File: config.mk
export PLATFORM = sky130hd
export DESIGN_NAME = timer8_waveform_modes
export DESIGN_NICKNAME = d
export VERILOG_FILES = /design/src/hw/timer8_pkg.sv /design/src/hw/timer_prescaler.sv /design/src/hw/compare_pin_drive.sv /design/src/hw/timer8_waveform_modes.sv
export VERILOG_INCLUDE_DIRS = /design/src /design/src/hw
export SDC_FILE = /design/constraint.sdc
export NUM_CORES = 1
export LEC_CHECK = 0
export BUFFER_PORTS_ARGS = -buffer_cell sky130_fd_sc_hd__buf_2
export CAP_MARGIN = 20
export CORE_AREA = 5 5 96 76
export CTS_CLUSTER_SIZE = 25
export DETAILED_ROUTE_END_ITERATION = 16
export DIE_AREA = 0 0 101 81
export PLACE_DENSITY = 0.75
export SLEW_MARGIN = 20
export SYNTH_ARGS = -nofsm -noshare
export SYNTH_HDL_FRONTEND = slang
export SYNTH_SLANG_ARGS = --single-unit
File: constraint.sdc
create_clock -name sys_clk -period 1.75 [get_ports sys_clk]
set_input_delay 0.35 -clock sys_clk [delete_from_list [all_inputs] [get_ports sys_clk]]
set_output_delay 0.35 -clock sys_clk [all_outputs]
set_load 0.01 [all_outputs]
File: src/hw/timer8_params.svh
// constants for the 8-bit waveform timer
`ifndef TIMER8_PARAMS_SVH
`define TIMER8_PARAMS_SVH

// counter extremes, step and turn values, reset loads
`define CNT_BOTTOM 8'h00
`define CNT_ONE 8'h01
`define CNT_MAX 8'hff
`define CNT_TURN 8'hfe
`define RST_CNT 8'h00
`define RST_OCR 8'h00

// wave mode field codes
`define WAVE_NORMAL 2'h0
`define WAVE_PHASE 2'h1
`define WAVE_CTC 2'h2
`define WAVE_FAST 2'h3

// output action field codes
`define ACT_OFF 2'h0
`define ACT_TOGGLE 2'h1
`define ACT_CLEAR 2'h2
`define ACT_SET 2'h3

// clock select codes and prescaler masks
`define PS_WIDTH 10
`define CS_STOP 3'h0
`define CS_DIV1 3'h1
`define CS_DIV8 3'h2
`define CS_DIV32 3'h3
`define CS_DIV64 3'h4
`define CS_DIV128 3'h5
`define CS_DIV256 3'h6
`define CS_DIV1024 3'h7
`define PS_MASK1 10'h000
`define PS_MASK8 10'h007
`define PS_MASK32 10'h01f
`define PS_MASK64 10'h03f
`define PS_MASK128 10'h07f
`define PS_MASK256 10'h0ff
`define PS_MASK1024 10'h3ff

`endif

File: src/hw/timer8_pkg.sv
// types shared by the waveform timer modules
`include "timer8_params.svh"
package timer8_pkg;
	// count direction, one-hot
	typedef enum logic [1:0] {
		DIR_UP   = 2'b01,
		DIR_DOWN = 2'b10
	} count_dir_e;

	// waveform core state
	typedef struct packed {
		logic [7:0] cnt;     // running count
		logic [7:0] ocr;     // active compare value
		logic [7:0] ocr_buf; // software-side compare copy
		count_dir_e dir;     // slope direction
		logic       blk;     // match block after count write
		logic       ocf;     // compare match flag
		logic       tov;     // overflow flag
		logic       oc;      // compare output register
	} wave_state_s;

	// prescaler state
	typedef struct packed {
		logic [`PS_WIDTH-1:0] div;  // free divider
		logic                 tick; // timer clock enable
	} presc_state_s;

	// pin drive state
	typedef struct packed {
		logic val; // level on pin
		logic oe;  // pin driven
	} pin_state_s;
endpackage

File: src/hw/timer_prescaler.sv
// prescaler producing the timer clock enable
`timescale 1ns/1ps
`default_nettype none
`include "timer8_params.svh"
module timer_prescaler
	import timer8_pkg::*;
(
	input  wire logic       sys_clk,    // i/o clock
	input  wire logic       rstn,       // async reset, low
	input  wire logic [2:0] clk_select, // division choice
	output logic            timer_tick  // one-cycle enable
);
	presc_state_s s_q, s_d;           // registered state
	logic [`PS_WIDTH-1:0] mask;       // low-bit mask of divider

	// divider step and enable decode
	always_comb begin
		s_d = s_q;
		unique case (clk_select)
			`CS_DIV1:   mask = `PS_MASK1;
			`CS_DIV8:   mask = `PS_MASK8;
			`CS_DIV32:  mask = `PS_MASK32;
			`CS_DIV64:  mask = `PS_MASK64;
			`CS_DIV128: mask = `PS_MASK128;
			`CS_DIV256: mask = `PS_MASK256;
			default:    mask = `PS_MASK1024;
		endcase
		// stopped timer holds the divider cleared
		if (clk_select == `CS_STOP) begin
			s_d.div  = '0;
			s_d.tick = 1'b0;
		end else begin
			s_d.div  = s_q.div + 1'b1;
			s_d.tick = (s_q.div & mask) == mask;
		end
	end

	// state register
	always_ff @(posedge sys_clk or negedge rstn) begin
		if (!rstn) begin
			s_q <= '0;
		end else begin
			s_q <= s_d;
		end
	end

	assign timer_tick = s_q.tick;

	chk_stop_quiet: assert property (@(posedge sys_clk) disable iff (!rstn)
		clk_select == `CS_STOP |=> !timer_tick)
		else $error("tick while timer stopped");
endmodule
`default_nettype wire

File: src/hw/compare_pin_drive.sv
// port pin override by the compare output
`timescale 1ns/1ps
`default_nettype none
`include "timer8_params.svh"
module compare_pin_drive
	import timer8_pkg::*;
(
	input  wire logic       sys_clk,        // i/o clock
	input  wire logic       rstn,           // async reset, low
	input  wire logic       compare_output, // waveform register
	input  wire logic [1:0] output_action,  // action field
	input  wire logic       port_data,      // general port value
	input  wire logic       pin_dir_out,    // direction bit
	output logic            pin_out,        // pin level
	output logic            pin_oe          // pin driven
);
	pin_state_s s_q, s_d; // registered pin state

	// any non-zero action hands the pin to the waveform
	always_comb begin
		s_d     = s_q;
		s_d.val = (output_action != `ACT_OFF) ? compare_output : port_data;
		s_d.oe  = pin_dir_out;
	end

	// state register
	always_ff @(posedge sys_clk or negedge rstn) begin
		if (!rstn) begin
			s_q <= '0;
		end else begin
			s_q <= s_d;
		end
	end

	assign pin_out = s_q.val;
	assign pin_oe  = s_q.oe;

	chk_pin_gated: assert property (@(posedge sys_clk) disable iff (!rstn)
		!pin_dir_out |=> !pin_oe)
		else $error("pin driven while direction is input");
endmodule
`default_nettype wire

File: src/hw/timer8_waveform_modes.sv
// 8-bit timer with ctc, fast pwm and phase-correct pwm waveforms
`timescale 1ns/1ps
`default_nettype none
`include "timer8_params.svh"
module timer8_waveform_modes
	import timer8_pkg::*;
(
	input  wire logic       sys_clk,             // i/o clock, 50 mhz
	input  wire logic       rstn,                // async reset, low
	input  wire logic [2:0] clk_select,          // prescaler choice
	input  wire logic [1:0] wave_mode_field,     // counting mode
	input  wire logic [1:0] output_action_field, // output action
	input  wire logic       compare_wr,          // compare write strobe
	input  wire logic [7:0] compare_wr_data,     // compare write data
	input  wire logic       count_wr,            // count write strobe
	input  wire logic [7:0] count_wr_data,       // count write data
	input  wire logic       match_flag_clr,      // clear match flag
	input  wire logic       overflow_flag_clr,   // clear overflow flag
	input  wire logic       port_data,           // general port level
	input  wire logic       pin_dir_out,         // direction bit
	output logic [7:0]      count_value,         // current count
	output logic [7:0]      compare_value,       // compare as software sees it
	output logic [7:0]      compare_active,      // compare in use
	output logic            compare_match_flag,  // sticky match flag
	output logic            overflow_flag,       // sticky overflow flag
	output logic            compare_output,      // waveform register
	output logic            count_up,            // slope is rising
	output logic            timer_tick,          // timer clock enable
	output logic            pin_out,             // pin level
	output logic            pin_oe               // pin driven
);
	wave_state_s s_q, s_d; // registered core state
	logic        tick;     // prescaled enable
	logic        top_hit;  // count at max
	logic        match;    // unblocked compare equality
	logic        pwm;      // either pwm mode
	logic        act_pwm;  // clear or set action

	// normal, ctc and fast pwm action on a compare match
	function automatic logic act_match(input logic [1:0] act, input logic oc);
		logic r;
		r = oc;
		unique case (act)
			`ACT_TOGGLE: r = ~oc;
			`ACT_CLEAR:  r = 1'b0;
			`ACT_SET:    r = 1'b1;
			`ACT_OFF:    r = oc;
		endcase
		return r;
	endfunction

	// phase pwm level for an up or down match
	function automatic logic pc_level(input logic [1:0] act, input logic up);
		logic r;
		r = (act == `ACT_SET) ? up : ~up;
		return r;
	endfunction

	// timer clock enable source
	timer_prescaler u_presc (
		.sys_clk    (sys_clk),
		.rstn       (rstn),
		.clk_select (clk_select),
		.timer_tick (tick)
	);

	// pin override and direction gating
	compare_pin_drive u_pin (
		.sys_clk        (sys_clk),
		.rstn           (rstn),
		.compare_output (s_q.oc),
		.output_action  (output_action_field),
		.port_data      (port_data),
		.pin_dir_out    (pin_dir_out),
		.pin_out        (pin_out),
		.pin_oe         (pin_oe)
	);

	// next-state logic for counter, compare, flags and output
	always_comb begin
		s_d     = s_q;
		top_hit = s_q.cnt == `CNT_MAX;
		// a count write blocks the match on the next timer clock
		match   = (s_q.cnt == s_q.ocr) && !s_q.blk;
		pwm     = (wave_mode_field == `WAVE_PHASE) || (wave_mode_field == `WAVE_FAST);
		act_pwm = output_action_field[1];

		// flag clears first so a same-cycle set wins
		if (match_flag_clr) begin
			s_d.ocf = 1'b0;
		end
		if (overflow_flag_clr) begin
			s_d.tov = 1'b0;
		end

		// compare writes: buffered in pwm, direct otherwise
		if (compare_wr) begin
			s_d.ocr_buf = compare_wr_data;
			if (!pwm) begin
				s_d.ocr = compare_wr_data;
			end
		end

		// everything in this block moves only on the timer enable
		if (tick) begin
			s_d.blk = 1'b0;
			if (match) begin
				s_d.ocf = 1'b1;
			end
			unique case (wave_mode_field)
				`WAVE_NORMAL: begin
					// plain up count, wraps at max
					s_d.cnt = s_q.cnt + `CNT_ONE;
					s_d.dir = DIR_UP;
					if (top_hit) begin
						s_d.tov = 1'b1;
					end
					if (match) begin
						s_d.oc = act_match(output_action_field, s_q.oc);
					end
				end
				`WAVE_CTC: begin
					// compare acts as top; a missed match runs on to max
					s_d.dir = DIR_UP;
					if (match) begin
						s_d.cnt = `CNT_BOTTOM;
						s_d.oc  = act_match(output_action_field, s_q.oc);
					end else begin
						s_d.cnt = s_q.cnt + `CNT_ONE;
					end
					if (top_hit) begin
						s_d.tov = 1'b1;
					end
					// match sets the flag once per period
					s_d.ocf = s_d.ocf | match;
				end
				`WAVE_FAST: begin
					// single slope: 256 timer clocks a period
					s_d.cnt = s_q.cnt + `CNT_ONE;
					s_d.dir = DIR_UP;
					if (top_hit) begin
						s_d.tov = 1'b1;
						s_d.ocr = s_q.ocr_buf;
					end
					// with clear or set action a match at max compare is ignored, level set at bottom
					if (top_hit && act_pwm) begin
						s_d.oc = (output_action_field == `ACT_CLEAR);
					end else if (match) begin
						s_d.oc = act_match(output_action_field, s_q.oc);
					end
				end
				`WAVE_PHASE: begin
					// dual slope over the full 8-bit range
					if (s_q.dir == DIR_UP) begin
						if (top_hit) begin
							// one clock at max, then turn down
							s_d.cnt = `CNT_TURN;
							s_d.dir = DIR_DOWN;
							s_d.ocr = s_q.ocr_buf;
							// level at max follows the new compare
							if (act_pwm) begin
								s_d.oc = pc_level(output_action_field,
									s_q.ocr_buf != `CNT_MAX);
							end
						end else begin
							s_d.cnt = s_q.cnt + `CNT_ONE;
							if (match && act_pwm) begin
								s_d.oc = pc_level(output_action_field, 1'b1);
							end
						end
					end else begin
						if (s_q.cnt == `CNT_BOTTOM) begin
							// bottom turn; a match here counts as rising
							s_d.cnt = `CNT_ONE;
							s_d.dir = DIR_UP;
							if (match && act_pwm) begin
								s_d.oc = pc_level(output_action_field, 1'b1);
							end
						end else begin
							s_d.cnt = s_q.cnt - `CNT_ONE;
							if (s_q.cnt == `CNT_ONE) begin
								s_d.tov = 1'b1;
							end
							if (match && act_pwm) begin
								s_d.oc = pc_level(output_action_field, 1'b0);
							end
						end
					end
				end
			endcase
		end

		// non-pwm modes keep the buffer equal to the active value
		if (!pwm && !compare_wr) begin
			s_d.ocr_buf = s_d.ocr;
		end

		// software count write overrides the step
		if (count_wr) begin
			s_d.cnt = count_wr_data;
			s_d.blk = 1'b1;
		end
	end

	// state register
	always_ff @(posedge sys_clk or negedge rstn) begin
		if (!rstn) begin
			s_q         <= '0;
			s_q.cnt     <= `RST_CNT;
			s_q.ocr     <= `RST_OCR;
			s_q.ocr_buf <= `RST_OCR;
			s_q.dir     <= DIR_UP;
		end else begin
			s_q <= s_d;
		end
	end

	// outputs straight from state
	assign count_value        = s_q.cnt;
	assign compare_value      = s_q.ocr_buf;
	assign compare_active     = s_q.ocr;
	assign compare_match_flag = s_q.ocf;
	assign overflow_flag      = s_q.tov;
	assign compare_output     = s_q.oc;
	assign count_up           = s_q.dir == DIR_UP;
	assign timer_tick         = tick;

	// ctc clears after equality
	chk_ctc_clear: assert property (@(posedge sys_clk) disable iff (!rstn)
		wave_mode_field == `WAVE_CTC && tick && !count_wr && match
		|=> count_value == `CNT_BOTTOM)
		else $error("ctc did not clear on compare");

	// ctc missed compare keeps counting
	chk_ctc_wrap: assert property (@(posedge sys_clk) disable iff (!rstn)
		wave_mode_field == `WAVE_CTC && tick && !count_wr && !match && !top_hit
		|=> count_value == $past(count_value) + `CNT_ONE)
		else $error("ctc did not run past missed compare");

	// match flag follows equality by one timer clock
	chk_match_flag: assert property (@(posedge sys_clk) disable iff (!rstn)
		tick && match |=> compare_match_flag)
		else $error("match flag not set after equality");

	// no flag without equality
	chk_flag_cause: assert property (@(posedge sys_clk) disable iff (!rstn)
		!compare_match_flag ##1 compare_match_flag |-> $past(tick) && $past(match))
		else $error("match flag set without a match");

	// ctc toggle action
	chk_ctc_toggle: assert property (@(posedge sys_clk) disable iff (!rstn)
		wave_mode_field == `WAVE_CTC && output_action_field == `ACT_TOGGLE && tick && match
		|=> compare_output != $past(compare_output))
		else $error("ctc toggle missing");

	// overflow at roll in single-slope modes
	chk_roll_ovf: assert property (@(posedge sys_clk) disable iff (!rstn)
		wave_mode_field != `WAVE_PHASE && tick && top_hit |=> overflow_flag)
		else $error("overflow flag missing at roll");

	// fast pwm wraps to bottom after max
	chk_fast_wrap: assert property (@(posedge sys_clk) disable iff (!rstn)
		wave_mode_field == `WAVE_FAST && tick && top_hit && !count_wr
		|=> count_value == `CNT_BOTTOM)
		else $error("fast pwm did not wrap");

	// fast pwm bottom level for non-inverted
	chk_fast_bottom: assert property (@(posedge sys_clk) disable iff (!rstn)
		wave_mode_field == `WAVE_FAST && output_action_field == `ACT_CLEAR && tick && top_hit
		|=> compare_output)
		else $error("fast pwm not set at bottom");

	// phase pwm turns after one clock at max
	chk_phase_turn: assert property (@(posedge sys_clk) disable iff (!rstn)
		wave_mode_field == `WAVE_PHASE && tick && top_hit && !count_wr && count_up
		|=> count_value == `CNT_TURN && !count_up)
		else $error("phase pwm did not turn at max");

	// phase pwm overflow on reaching bottom
	chk_phase_ovf: assert property (@(posedge sys_clk) disable iff (!rstn)
		wave_mode_field == `WAVE_PHASE && tick && !count_up && count_value == `CNT_ONE
		|=> overflow_flag)
		else $error("phase pwm overflow missing at bottom");

	// fast pwm compare writes wait for the boundary
	chk_buffered: assert property (@(posedge sys_clk) disable iff (!rstn)
		wave_mode_field == `WAVE_FAST && !(tick && top_hit) |=> $stable(compare_active))
		else $error("fast pwm compare changed mid period");

	// count and output do not move without the enable
	chk_idle_hold: assert property (@(posedge sys_clk) disable iff (!rstn)
		!tick && !count_wr |=> $stable(count_value) && $stable(compare_output))
		else $error("timer moved without enable");

	// phase pwm turns up after one clock at bottom
	chk_phase_bottom: assert property (@(posedge sys_clk) disable iff (!rstn)
		wave_mode_field == `WAVE_PHASE && tick && !count_wr && !count_up && count_value == `CNT_BOTTOM
		|=> count_value == `CNT_ONE && count_up)
		else $error("phase pwm did not turn at bottom");

	// non-inverted phase pwm clears on a rising match
	chk_phase_rise: assert property (@(posedge sys_clk) disable iff (!rstn)
		wave_mode_field == `WAVE_PHASE && output_action_field == `ACT_CLEAR && tick && match
		&& count_up && !top_hit |=> !compare_output)
		else $error("phase pwm output not cleared on rising match");

	// non-inverted phase pwm sets on a falling match
	chk_phase_fall: assert property (@(posedge sys_clk) disable iff (!rstn)
		wave_mode_field == `WAVE_PHASE && output_action_field == `ACT_CLEAR && tick && match
		&& !count_up && count_value != `CNT_BOTTOM |=> compare_output)
		else $error("phase pwm output not set on falling match");

	// phase pwm compare loads only at the top turn
	chk_phase_buffered: assert property (@(posedge sys_clk) disable iff (!rstn)
		wave_mode_field == `WAVE_PHASE && !(tick && top_hit && count_up) |=> $stable(compare_active))
		else $error("phase pwm compare changed mid period");
endmodule
`default_nettype wire

# Word level (Yosys, flattened, before mapping)
# Cells that the tools add are included.
# classes
add_sub_neg	3
n_mul	0
n_div	0
magnitude_cmp	0
eq_ne	22
shifts	0
n_mux	44
bitwise_logic	4
reduce_logical	20
# ops
cell	n
two-way mux 8 bit	9
case mux 10 bit (6 select lines)	1
two-way mux 16 bit	2
case mux 8 bit (3 select lines)	1
two-way mux 1 bit	22
case mux 8 bit (2 select lines)	1
two-way mux 11 bit	1
adder 10 x 1 -> 10 bit, second input constant	1
bitwise AND 10 bit	1
equality test 10 bit	1
equality test 3 bit, second input constant	3
adder 8 x 1 -> 8 bit, second input constant	1
equality test 2 bit, second input constant	4
equality test 8 x 1 -> 1 bit, second input constant	1
equality test 8 bit	1
equality test 8 bit, second input constant	1
logical NOT 8 bit	1
inequality test 8 bit, second input constant	1
subtractor 8 x 1 -> 8 bit, second input constant	1
equality test 2 x 1 -> 1 bit, second input constant	3
equality test 3 x 2 -> 1 bit, second input constant	2
two-way mux 2 bit	3
case mux 2 bit (3 select lines)	1
AND reduction 3 bit	2
other kinds (18)	28
# word_totals
ff_bits	43
latchBits	0
mem_bits_rw	0
mem_bits_ro	0
inputBits	31
wordCells	105
mem_count	0

# Logic depth before layout (Yosys ltp)
# Gate-level depths: netlist of the first run.
# logic_depth
word_depth	9
ltp_mapped	9
depth_no_buf	8

# Cells and area by module
# From an unflattened synthesis of the first run, not the netlist that was laid out.
# hier_totals
cells_unflattened	359
hier_area_um2	3138.0
# by_module_without_submodules
mod	instances	cells_each	area_per_inst_um2	seq_area_each_um2
timer8_waveform_modes	1	301	2521.2	752.0
timer_prescaler	1	54	551.8	275.3
compare_pin_drive	1	4	65.1	50.0

# Worst setup path before layout of the first run
# OpenSTA, ideal clock, no wires.
# synth_timing
kind	flip-flop to flip-flop
from	register s_q, in the netlist count_value[1]
to	register s_q, in the netlist count_value[7]
setup_time_ns	0.126
arrival_time_ns	1.753
required_ns	1.624
slack_ns	-0.129
path_stages_with_launch	8
path_buffers	0
synth_period_minus_slack_ns	1.879
path_cell_list	dfrtp_1 or3_1 nor4b_2 xnor2_1 o21ai_1 o21ai_0 nand2_1 a221o_1
# synth_via
elab_chain_cells	6
elab_cells_between_ends	13
# synth_lines
item	line_no	text
start, declared	timer8_waveform_modes.sv:32	wave_state_s s_q, s_d;
subtractor 8 x 1 -> 8 bit (no line), or another cell as far along	-	
two-way mux 8 bit, or another cell as far along	timer8_waveform_modes.sv:172	if (s_q.cnt == `CNT_BOTTOM) begin
two-way mux 8 bit, on equally long branches	timer8_waveform_modes.sv:154, timer8_waveform_modes.sv:125	
case mux 8 bit (3 select lines) *	timer8_waveform_modes.sv:110	unique case (wave_mode_field)
two-way mux 16 bit *	timer8_waveform_modes.sv:105	if (tick) begin
two-way mux 8 bit *	timer8_waveform_modes.sv:199	if (count_wr) begin
# Mark *: on every way between the ends. The rest lies on a longest branch, timed or not. The select of a mux whose other input is x is not followed.
# A chain may end at the register's enable or synchronous reset.

# Final worst setup path of the first run
# layout_timing
from	register s_q, in the netlist count_value[5]
to	register s_q, in the netlist compare_output
# layout_via
elab_chain_cells	7
elab_cells_between_ends	16
# layout_lines
item	line_no	text
equality test 8 bit	timer8_waveform_modes.sv:84	match = (s_q.cnt == s_q.ocr) && !s_q.blk;
logical AND 1 bit	timer8_waveform_modes.sv:84	
logical AND 1 bit	timer8_waveform_modes.sv:167, timer8_waveform_modes.sv:176, timer8_waveform_modes.sv:184	
two-way mux 1 bit	-	
two-way mux 1 bit, on equally long branches	timer8_waveform_modes.sv:172, timer8_waveform_modes.sv:155	
two-way mux 1 bit	timer8_waveform_modes.sv:154	if (s_q.dir == DIR_UP) begin
case mux 2 bit (3 select lines)	timer8_waveform_modes.sv:110	
# Parallel ways exist; a longest one is shown, timed or not.

==> summary.md, run 1 <==
| Metric | Value |
|---|---|
| XOR/XNOR Fraction of Synth Area | 6.40% |
| Nets | between 500 and 600 |
| Die span in x | roughly 100 um |
| Rows | 25 |
| Type of the worst setup path | reg2reg |
| Clock Latency Late Sink | between 300 and 400 ps |
| Crit path capture type | register |
| Grt total ovfl | 0 |
| DR vias/cell | between 5 and 6 |
| Syn Nets | ~400 |
| Starting Density | between 40% and 50% |
| Post-route setup slack | -255 ps |
| Num CTS Buffers | 5 |
| Via count | roughly 3,100 |
| Psw | 1.19 mW |
| Die Area | between 8000 and 9000 um^2 |
| Comb power frac | about 36% |
| Fin. max-slew vios | 0 |
| First-pass GRT wire length | ~16,000 um |
| HP Class | in2reg |
| Top_reg_cell synth | dfrtp_1 |
| DRT antenna net count | 0 |
| Drt first pass iters | 6 |
| CTS Sinks | between 40 and 50 |
| Largest net degree at the start of global routing | 29 |
| Clock share of power | 24.6% |
| Worst slew pin tran | around 480 ps |
| Clk root buf | clkbuf_8 |
| Max FO, Critical Path | 5 |
| Register Area | approximately 1100 um^2 |
| VDD IR max | about 0.00053 V |
| Post-synth EDFFs | 0 |
| RSZ-0062 raised after global routing | yes |
| Port bufs | slightly above 60 |
| Number of global-route vias before repair | roughly 3,100 |
| Synth Register Bits | 43 |
| Top delay family on crit path | compound AO/OA/AOI/OAI gates |
| Core area | between 6000 and 7000 um^2 |
| Gate Count Post-Synth | between 300 and 400 |
| # IOs | 62 |
| WP data required | between 1500 and 2000 ps |
| Internal power | 2.18 mW |
| H-tree levels | 2 |
| Global Route Usage Sum | approximately a quarter |
| Fmax | approximately 500 MHz |
| DRT Wirelength | around 9500 um |
| Layout area overhead | 36.9% |
| Max_slew headroom | 68.0% |
| Core Util, Final | around two thirds |
| Simple-gate share of the synthesized area | between 20 and 25% |
| Ys Warns | 0 |
| Top-count cell post-synth | nand2_1 |
| Initial antenna violation count | 0 |
| Starting DRT DRC Count | ~280 |
| Fin cells | 560 |
| CP cell instances | buf_6, inv_1, a2111oi_4, nand3_2, o21ai_2, o211ai_1, nor3_2, a31oi_1 |
| Mapped cell area | between 3000 and 4000 um^2 |
| Minimum clock period | approximately 2000 ps |
| Mux contribution to synthesized area | 4.99% |
| Final period utilization | 115% |
| Die height | roughly 81 um |
| WL/cell | between 15 and 20 um |
| Switching fraction of total power | a little over a third |
| Leakage | about 1.9 nW |
| Sequential area share after synthesis | between 30% and 40% |
| Fraction of layout cells with a size suffix above 1 | between 40% and 50% |
| Main combinational cell family by area after synthesis | simple AND/OR/NAND/NOR gates |
| Final Hold Viols | 0 |
| Area occupied by multi-input gates | 1760 um^2 |
| Placer congestion estimate | about 0.98 |
| Filler cells | 522 |
| Compound-cell area share of the yosys netlist | ~18% |
| Largest area contributor in the netlist | dfrtp_1 |
| Post-synth cell types | 54 |
| Post-synth top cells | nand2_1 (49), dfrtp_1 (42), nor2_1 (32) |
| Cell area power density | 817 nW/um^2 |
| Failing checks | negative setup slack |
| Power Total | roughly 3.4 mW |
| Largest cells by area after synthesis | dfrtp_1 (35%), nand2_1 (6.1%), buf_4 (6.0%) |
| Setup crit start kind | register |
| Flop pwr share | 39.2% |
| CP max-delay cell | dfrtp_2 |
| Hpwl dp | 7150 um |
| CTS tree | yes |
| Post-synth top area share | about a third |
| Clock Path Buffers | 2 |
| Ys async rst share | between 90% and 100% |
| Maxcap violations | 0 |
| CP Buf/Inv Count | 2 |
| # diodes | 0 |
| DRC | 0 |
| Clk_skew | between 10 and 15 ps |
| Final setup fails | 15 |
| Avg Cell Area, Syn | between 8 and 9 um^2 |
| CP max stage delay | 430 ps |
| Status | complete, but fails checks |
| Inst Count DP | approximately 540 |
| Adder-Cell Fraction of Synth Area | approximately 2.9% |
| Clock transition at path regs | ~90 ps |
| WP data arrival | ~2200 ps |
-- cells in the final DEF (no fill, tap or decap), types with 6 or more instances in the layout --
master / count
nor2_1: 31
o21ai_0: 25
buf_2: 61
buf_4: 79
mux2i_1: 15
buf_6: 7
dfrtp_1: 37
a21oi_1: 16
nand4_1: 7
xnor2_1: 10
inv_1: 12
nor3_1: 6
xor2_1: 12
nand3_1: 8
nand2_1: 47
-- logic make-up (layout without fill, tap and decap cells) --
kind of cell               count (synthesis)  in the layout
and+or+nand+nor                          135            135
DFF                                       43             43
muxes                                     15             15
xor gates and xnor gates                  22             22
buffers and inverters                     54            172
adders and majority gates                  7              7
AOI/OAI and AO/OA                         85             85
-- flip-flops by register name, indices dropped and copies added (netlist names) --
| register | count |
|---|---|
| u_pin.pin_oe | 1 |
| u_presc.s_q | 10 |
| compare_value | 8 |
| compare_match_flag | 1 |
| s_q | 3 |
| u_presc.timer_tick | 1 |
| count_value | 8 |
| u_pin.pin_out | 1 |
| compare_active | 8 |
| compare_output | 1 |
| overflow_flag | 1 |
-- power groups by stage --
stage                     Clock (mW)  Combinational (mW)  Sequential [mW]
after floorplan                    0               0.709             1.28
after global placement             0                1.09             1.32
after detailed placement           0                1.11             1.33
after CTS                      0.834                1.18             1.31
after global routing           0.891                1.33             1.34
final                          0.827                1.22             1.32
-- worst paths after layout --
kind	startpoint	end	slack, ps	cells past startpoint
setup / recovery	count_value[5]	compare_output	-250	8
hold / removal	pin_dir_out	u_pin.pin_oe	140	1
setup reg to reg	count_value[5]	compare_output	-250	8
hold reg to reg	u_presc.s_q[1]	u_presc.s_q[1]	490	1
max in group asynchronous	rstn	s_q[4]	630	3
min in group asynchronous	rstn	u_pin.pin_out	530	2
-- timing repair --
action | CTS | global route
setup buffers | 7 | 2
endpoints found under the hold margin | 15 | 0
resized for setup | 14 | 12
pin swaps | 12 | 11
endpoints found under the setup margin | 10 | 19
hold buffers | 1 | 0
-- layout make-up --
type	count	share of cell area [%]
sequential	43	26.3
multi-input combinational	264	42.6
clock buffer	5	1.67
tap	81	2.46
clock inverter	3	1.12
timing repair buffer	149	24.5
inverter	15	1.37
-- routing by layer --
layer | GRT usage [%] | wire length, um | vias up
met5 | 0 | 0 | -
met4 | 6.24 | 163 | 0
met3 | 6.01 | 1000 | 25
met2 | 38.8 | 4310 | 159
met1 | 33.2 | 4040 | 1480
li1 | - | - | 1477
-- worst reg2reg max path, stage by stage (launching register included) --
cell	delay (ps)
dfrtp_2	430
buf_6	120
inv_1	80
a2111oi_4	330
nand3_2	230
o21ai_2	190
o211ai_1	190
nor3_2	210
a31oi_1	100
-- through the flow --
stage	area (um^2)	worst slack [ps]	hold WS [ps]	setup TNS [ps]
after floorplan	3090	-16.0	54.4	-25.5
after global placement	3840	-113	323	-698
after detailed placement	3840	-121	323	-804
after CTS	4070	-187	137	-1370
after global routing	4120	-314	127	-3450
final	4120	-255	143	-1870
Note: power is estimated with default switching activity, not from simulation.
==> run 2, diff against run 1 <==
--- a/config.mk
+++ b/config.mk
@@ -8,12 +8,15 @@
 export LEC_CHECK = 0
 export BUFFER_PORTS_ARGS = -buffer_cell sky130_fd_sc_hd__buf_2
 export CAP_MARGIN = 20
-export CORE_AREA = 5 5 96 76
+export CORE_AREA = 5 5 98 77
 export CTS_CLUSTER_SIZE = 25
 export DETAILED_ROUTE_END_ITERATION = 16
-export DIE_AREA = 0 0 101 81
+export DIE_AREA = 0 0 103 82
 export PLACE_DENSITY = 0.75
+export REMOVE_ABC_BUFFERS = 1
 export SLEW_MARGIN = 20
 export SYNTH_ARGS = -nofsm -noshare
 export SYNTH_HDL_FRONTEND = slang
+export SYNTH_HIERARCHICAL = 1
 export SYNTH_SLANG_ARGS = --single-unit
+export TNS_END_PERCENT = 30
==> summary.md, run 2 <==
| Metric | Value |
|---|---|
| Final Hold Viols | 3 |
| Grt total ovfl | 0 |
| HP Class | in2async |
| Clock transition at path regs | 100 ps |
| CP cell instances | inv_2, ha_4, or4b_4, nor3b_4, a211o_1, a221oi_2, o21ai_1 |
| Minimum clock period | slightly above 2000 ps |
| Ys Warns | 6 |
| Post-DP Area | around 3700 um^2 |
| CP max-delay cell | or4b_4 |
| Top delay family on crit path | simple AND/OR/NAND/NOR gates |
| # diodes | 0 |
| Largest area contributor in the netlist | dfrtp_1 |
| Die span in x | about 100 um |
| Final TNS setup | -2210 ps |
| DR vias/cell | 5.84 |
| CP Buf/Inv Count | 1 |
| Core area | around 6600 um^2 |
| Placer congestion estimate | slightly below 1 |
| Reg with most FFs | u_presc/s_q |
| Post-synth EDFFs | 0 |
| DRC | 0 |
| Clock Path Buffers | 2 |
| Leakage | about 1.8 nW |
| Gate Count Post-Synth | between 300 and 400 |
| Status | complete, but fails checks |
| Via count | around 3,100 |
| Max_slew headroom | roughly two thirds |
| CTS hold repair buffers | 0 |
| Fin. max-slew vios | 0 |
| Fraction of layout cells with a size suffix above 1 | about two fifths |
| Commonest cells after routing, fill and taps aside | buf_2 (61), buf_4 (60), dfrtp_1 (39) |
| Initial antenna violation count | 0 |
| CTS Sinks | between 40 and 50 |
| Fin cells | 537 |
| WP data arrival | approximately 2200 ps |
| Post-synth top area share | 33.5% |
| Number of global-route vias before repair | a little under 3,000 |
| Reg2Reg Setup Slack | -270 ps |
| Fmax | just under 500 MHz |
| Port bufs | a little over 60 |
| Drt first pass iters | 5 |
| Cell area power density | 800 nW/um^2 |
| Cell area after layout | 4130 um^2 |
| Layout area overhead | 31.6% |
| Final setup fails | 18 |
| First-pass GRT wire length | 14,200 um |
| Mapped cell area | roughly 3100 um^2 |
| Inst Count DP | 522 |
| Ys async rst share | 100% |
| Top_reg_cell synth | dfrtp_1 |
| Die Area | between 8000 and 9000 um^2 |
| Top-count cell post-synth | dfrtp_1 |
| RSZ-0062 raised after global routing | yes |
| # IOs | 62 |
| Num CTS Buffers | 5 |
| Fin Hold WS | -11.9 ps |
| Crit path capture type | register |
| CP max stage delay | approximately 480 ps |
| Hpwl dp | 6660 um |
| Starting Density | between 40% and 50% |
| DRT Wirelength | between 9000 and 10,000 um |
| Die height | just over 80 um |
| WP data required | ~1900 ps |
| Post-synth top cells | dfrtp_1 (42), o21ai_0 (33), nand2_1 (32) |
| Clk_skew | around 9.5 ps |
| Final period utilization | 115% |
| Setup crit start kind | register |
| VDD IR max | 0.000536 V |
| Sequential area share after synthesis | roughly a third |
| CTS tree | yes |
| Starting DRT DRC Count | about 250 |
| WL/cell | approximately 17 um |
| Clock Latency Late Sink | 310 ps |
| Nets | 490 |
| Power Total | around 3.3 mW |
| Failing checks | negative hold slack, negative setup slack |
| Synth Register Bits | 43 |
| Largest cells by area after synthesis | dfrtp_1 (33%), buf_4 (5.7%), o21ai_0 (5.3%) |
| Max FFs per register | 10 |
| Global Route Usage Sum | roughly 21% |
| Rows | 26 |
| Post-synth cell types | 64 |
| Maxcap violations | 0 |
| Commonest non-fill, non-tap cell in the layout | buf_2 |
| H-tree levels | 2 |
| Largest net degree at the start of global routing | 26 |
| DRT antenna net count | 0 |
| Post-route setup slack | -266 ps |
| Worst slew pin tran | around 510 ps |
| Max FO, Critical Path | 4 |
| Avg Cell Area, Syn | between 8 and 9 um^2 |
| Filler cells | 511 |
| Type of the worst setup path | reg2reg |
| Clk root buf | clkbuf_8 |
## run 2: cell types whose count changed in the layout (fill, tap and decap cells not counted), moves of 4 or more
cell     delta
o21ai_0     +4
xnor2_2     +5
or4_1       +4
xor2_1      -7
nor2_1     -15
a31oi_1     -5
nand2_1    -17
nand3_1     +7
buf_4      -19
## run 2: area by class of cell
type	instances	area [um^2]	share of cell area (%)
repair buffers	129	855	20.7
multi-input cells	259	1920	46.5
inverters	14	52.6	1.27
well taps	84	105	2.54
flip-flops and latches	43	1080	26.2
clock buffers	5	68.8	1.67
clock inverters	3	47.5	1.15
## run 2: stage by stage
stage,worst slack (ps),util [%]
floorplan,-544,-
global placement,-275,56.9
detailed placement,-301,56.9
CTS,-231,60.0
global route,-385,62.9
finish,-266,62.9
## run 2: worst paths after layout
kind	end	startpoint	depth (start not counted)
min reg2reg	s_q[3]	s_q[3]	1
min	compare_match_flag	rstn	1
max in group asynchronous	s_q[4]	rstn	2
min in group sys_clk	u_pin/pin_oe	pin_dir_out	1
max	count_value[7]	count_value[1]	7
max reg2reg	count_value[7]	count_value[1]	7
## run 2: kinds of logic (layout without fill, tap and decap cells)
group | after synthesis | in the layout | synth area share, %
multiplexers | 18 | 18 | 5.82
AO/OA/AOI/OAI | 94 | 94 | 19.2
flip-flops | 43 | 43 | 34.3
AND/OR/NAND/NOR | 120 | 120 | 21.4
adder cells (fa/ha/maj) | 7 | 7 | 2.79
XOR/XNOR | 20 | 20 | 5.82
buffers and inverters | 57 | 151 | 10.6
## run 2: what timing repair did
action	CTS	global route
resized for setup	19	36
pin swaps	16	14
endpoints found under the setup margin	20	22
setup buffers	2	5
## run 2: report_power, final
group | switching (mW) | internal (mW)
Sequential | 0.186 | 1.13
Combinational | 0.597 | 0.566
Clock | 0.391 | 0.433
Total | 1.17 | 2.13
## run 2: metal layers
metal | track usage, % | up-vias | wire, um
met1 | 29.8 | 1498 | 4060
met3 | 4.41 | 23 | 773
met5 | 0 | - | 0
li1 | - | 1470 | -
met2 | 34.1 | 147 | 4360
met4 | 5.69 | 0 | 195
## run 2: worst register-to-register path, stage by stage (launching register included)
cell and delay (ps):
dfrtp_1 410, inv_2 90, ha_4 150, or4b_4 480, nor3b_4 170, a211o_1 230, a221oi_2 270, o21ai_1 100
==> run 3, diff against run 2 <==
--- a/config.mk
+++ b/config.mk
@@ -8,15 +8,14 @@
 export LEC_CHECK = 0
 export BUFFER_PORTS_ARGS = -buffer_cell sky130_fd_sc_hd__buf_2
 export CAP_MARGIN = 20
-export CORE_AREA = 5 5 98 77
+export CORE_AREA = 2 2 93 73
 export CTS_CLUSTER_SIZE = 25
 export DETAILED_ROUTE_END_ITERATION = 16
-export DIE_AREA = 0 0 103 82
+export DIE_AREA = 0 0 95 75
 export PLACE_DENSITY = 0.75
 export REMOVE_ABC_BUFFERS = 1
 export SLEW_MARGIN = 20
 export SYNTH_ARGS = -nofsm -noshare
 export SYNTH_HDL_FRONTEND = slang
-export SYNTH_HIERARCHICAL = 1
 export SYNTH_SLANG_ARGS = --single-unit
 export TNS_END_PERCENT = 30
==> summary.md, run 3 (synthesis results as in run 1) <==
| Metric | Value |
|---|---|
| Worst slew pin tran | 470 ps |
| Max FO, Critical Path | 5 |
| Commonest non-fill, non-tap cell in the layout | buf_4 |
| Post-route setup slack | -214 ps |
| Reg with most FFs | u_presc.s_q |
| Reg2Reg Setup Slack | -210 ps |
| Final Hold Viols | 15 |
| Via count | between 3,000 and 4,000 |
| Rows | 25 |
| Leakage | between 1.5 and 2 nW |
| Switching fraction of total power | a little over a third |
| Clk root buf | clkbuf_8 |
| Fmax | 509 MHz |
| DRC | 0 |
| Final setup fails | 11 |
| Nets | 504 |
| WP data required | a little under 2000 ps |
| RSZ-0062 raised after global routing | yes |
| Global route hottest layer | met2 |
| Drt first pass iters | 5 |
| R2R cell count | 6 |
| Cell area power density | slightly below 800 nW/um^2 |
| Inst Count DP | 532 |
| Core area | roughly 6200 um^2 |
| Clock Path Buffers | 2 |
| HP Class | in2async |
| CTS tree | yes |
| Initial antenna violation count | 0 |
| Global Route Usage Sum | between 20% and 30% |
| Clock Latency Late Sink | 300 ps |
| Hpwl dp | between 6000 and 7000 um |
| Status | complete, but fails checks |
| Core Util, Final | around two thirds |
| First-pass GRT wire length | around 14,000 um |
| Die span in x | ~95 um |
| Power Total | 3.21 mW |
| # IOs | 62 |
| Worst r2r src | count_value[6] |
| Clk_skew | roughly 6.4 ps |
| Type of the worst setup path | reg2reg |
| RR Endpoint | count_value[7] |
| Max_slew headroom | 68.7% |
| Cell area after layout | between 4000 and 5000 um^2 |
| Port bufs | 61 |
| H-tree levels | 2 |
| Fin Hold WS | -7.71 ps |
| Layout area overhead | 35.7% |
| M1 GR Usage | between 30% and 40% |
| Fraction of layout cells with a size suffix above 1 | approximately 40% |
| Flop pwr share | 40.7% |
| Minimum clock period | between 1500 and 2000 ps |
| Max FFs per register | 10 |
| Comb power frac | between 30% and 40% |
| Starting Density | 48.8% |
| DRT Wirelength | 9360 um |
| Die height | 75 um |
| Starting DRT DRC Count | 299 |
| Crit path capture type | register |
| DRT antenna net count | 0 |
| Clock share of power | 21.7% |
| DR vias/cell | 5.71 |
| M2 GR Usage | roughly 43% |
| Post-DP Area | between 3000 and 4000 um^2 |
| Psw | approximately 1.2 mW |
| Clock transition at path regs | ~90 ps |
| Commonest cells after routing, fill and taps aside | buf_4 (71), buf_2 (61), nand2_1 (46) |
| CTS Sinks | 43 |
| Grt total ovfl | 0 |
| Failing checks | negative hold slack, negative setup slack |
| Die Area | 7130 um^2 |
| Number of global-route vias before repair | between 2,000 and 3,000 |
| VDD IR max | ~0.00045 V |
| Internal power | roughly 2.0 mW |
| Maxcap violations | 0 |
| Setup crit start kind | register |
| CTS hold repair buffers | 0 |
| Fin cells | about 550 |
| Placer congestion estimate | around 0.96 |
| # diodes | 0 |
| Num CTS Buffers | 5 |
| Fin. max-slew vios | 0 |
| Largest net degree at the start of global routing | 27 |
| WL/cell | 17.1 um |
| M3 GR Usage | between 5 and 6% |
| Final period utilization | 112% |
| WP data arrival | 2160 ps |
## run 3: cell count changes in the layout (fill, tap and decap cells not counted), sizes merged, moves of 7 or more
cell   previous run  this run
xor2              5        12
nor2             17        34
nand2            32        50
nand3            19        12
buf             129       137
## run 3: critical path, cell delays in order, from the launching register on
cell	delay, ps
dfrtp_2	470
nor2b_4	150
a2111oi_4	300
nand3_2	220
nor2_4	260
a21oi_4	130
a221o_1	320
## run 3: metrics by stage
step / TNS (ps) / setup slack, ps
floorplan: -1090 / -229
global placement: -1570 / -284
detailed placement: -2940 / -304
CTS: -977 / -134
global route: -3050 / -323
finish: -1350 / -214
## run 3: repair_timing
action / in CTS / in global routing
pin swaps: 13 / 19
endpoints found under the setup margin: 19 / 19
buffers inserted: 6 / 2
gates resized for setup: 24 / 31
## run 3: worst max path at each step
stage / from / to / cells past startpoint
global placement: count_value[6] / count_value[2] / 7
finish: count_value[6] / count_value[7] / 6
floorplan: wave_mode_field[1] / compare_active[7] / 7
global route: count_value[7] / count_value[7] / 6
CTS: count_value[0] / count_value[7] / 7
detailed placement: count_value[6] / count_value[2] / 7
## run 3: layout make-up
| class | count | area, um^2 |
|---|---|---|
| Fill cell | 496 | 2080 |
| Multi-Input combinational cell | 264 | 1840 |
| Sequential cell | 43 | 1080 |
| Timing Repair Buffer | 137 | 903 |
| Tap cell | 81 | 101 |
| Clock buffer | 6 | 82.6 |
| Inverter | 15 | 56.3 |
| Clock inverter | 2 | 16.3 |
## run 3: power by group through the flow
stage	logic (mW)	registers, mW	clock network [mW]
floorplan	0.473	1.35	0
global placement	1.02	1.30	0
detailed placement	1.04	1.31	0
CTS	1.10	1.30	0.708
global route	1.31	1.33	0.753
finish	1.21	1.31	0.698
## run 3: per-layer routing
metal,share of wire [%],wire length [um]
met1,44,4140
met2,46,4340
met3,8.3,781
met4,1.1,99
met5,0,0
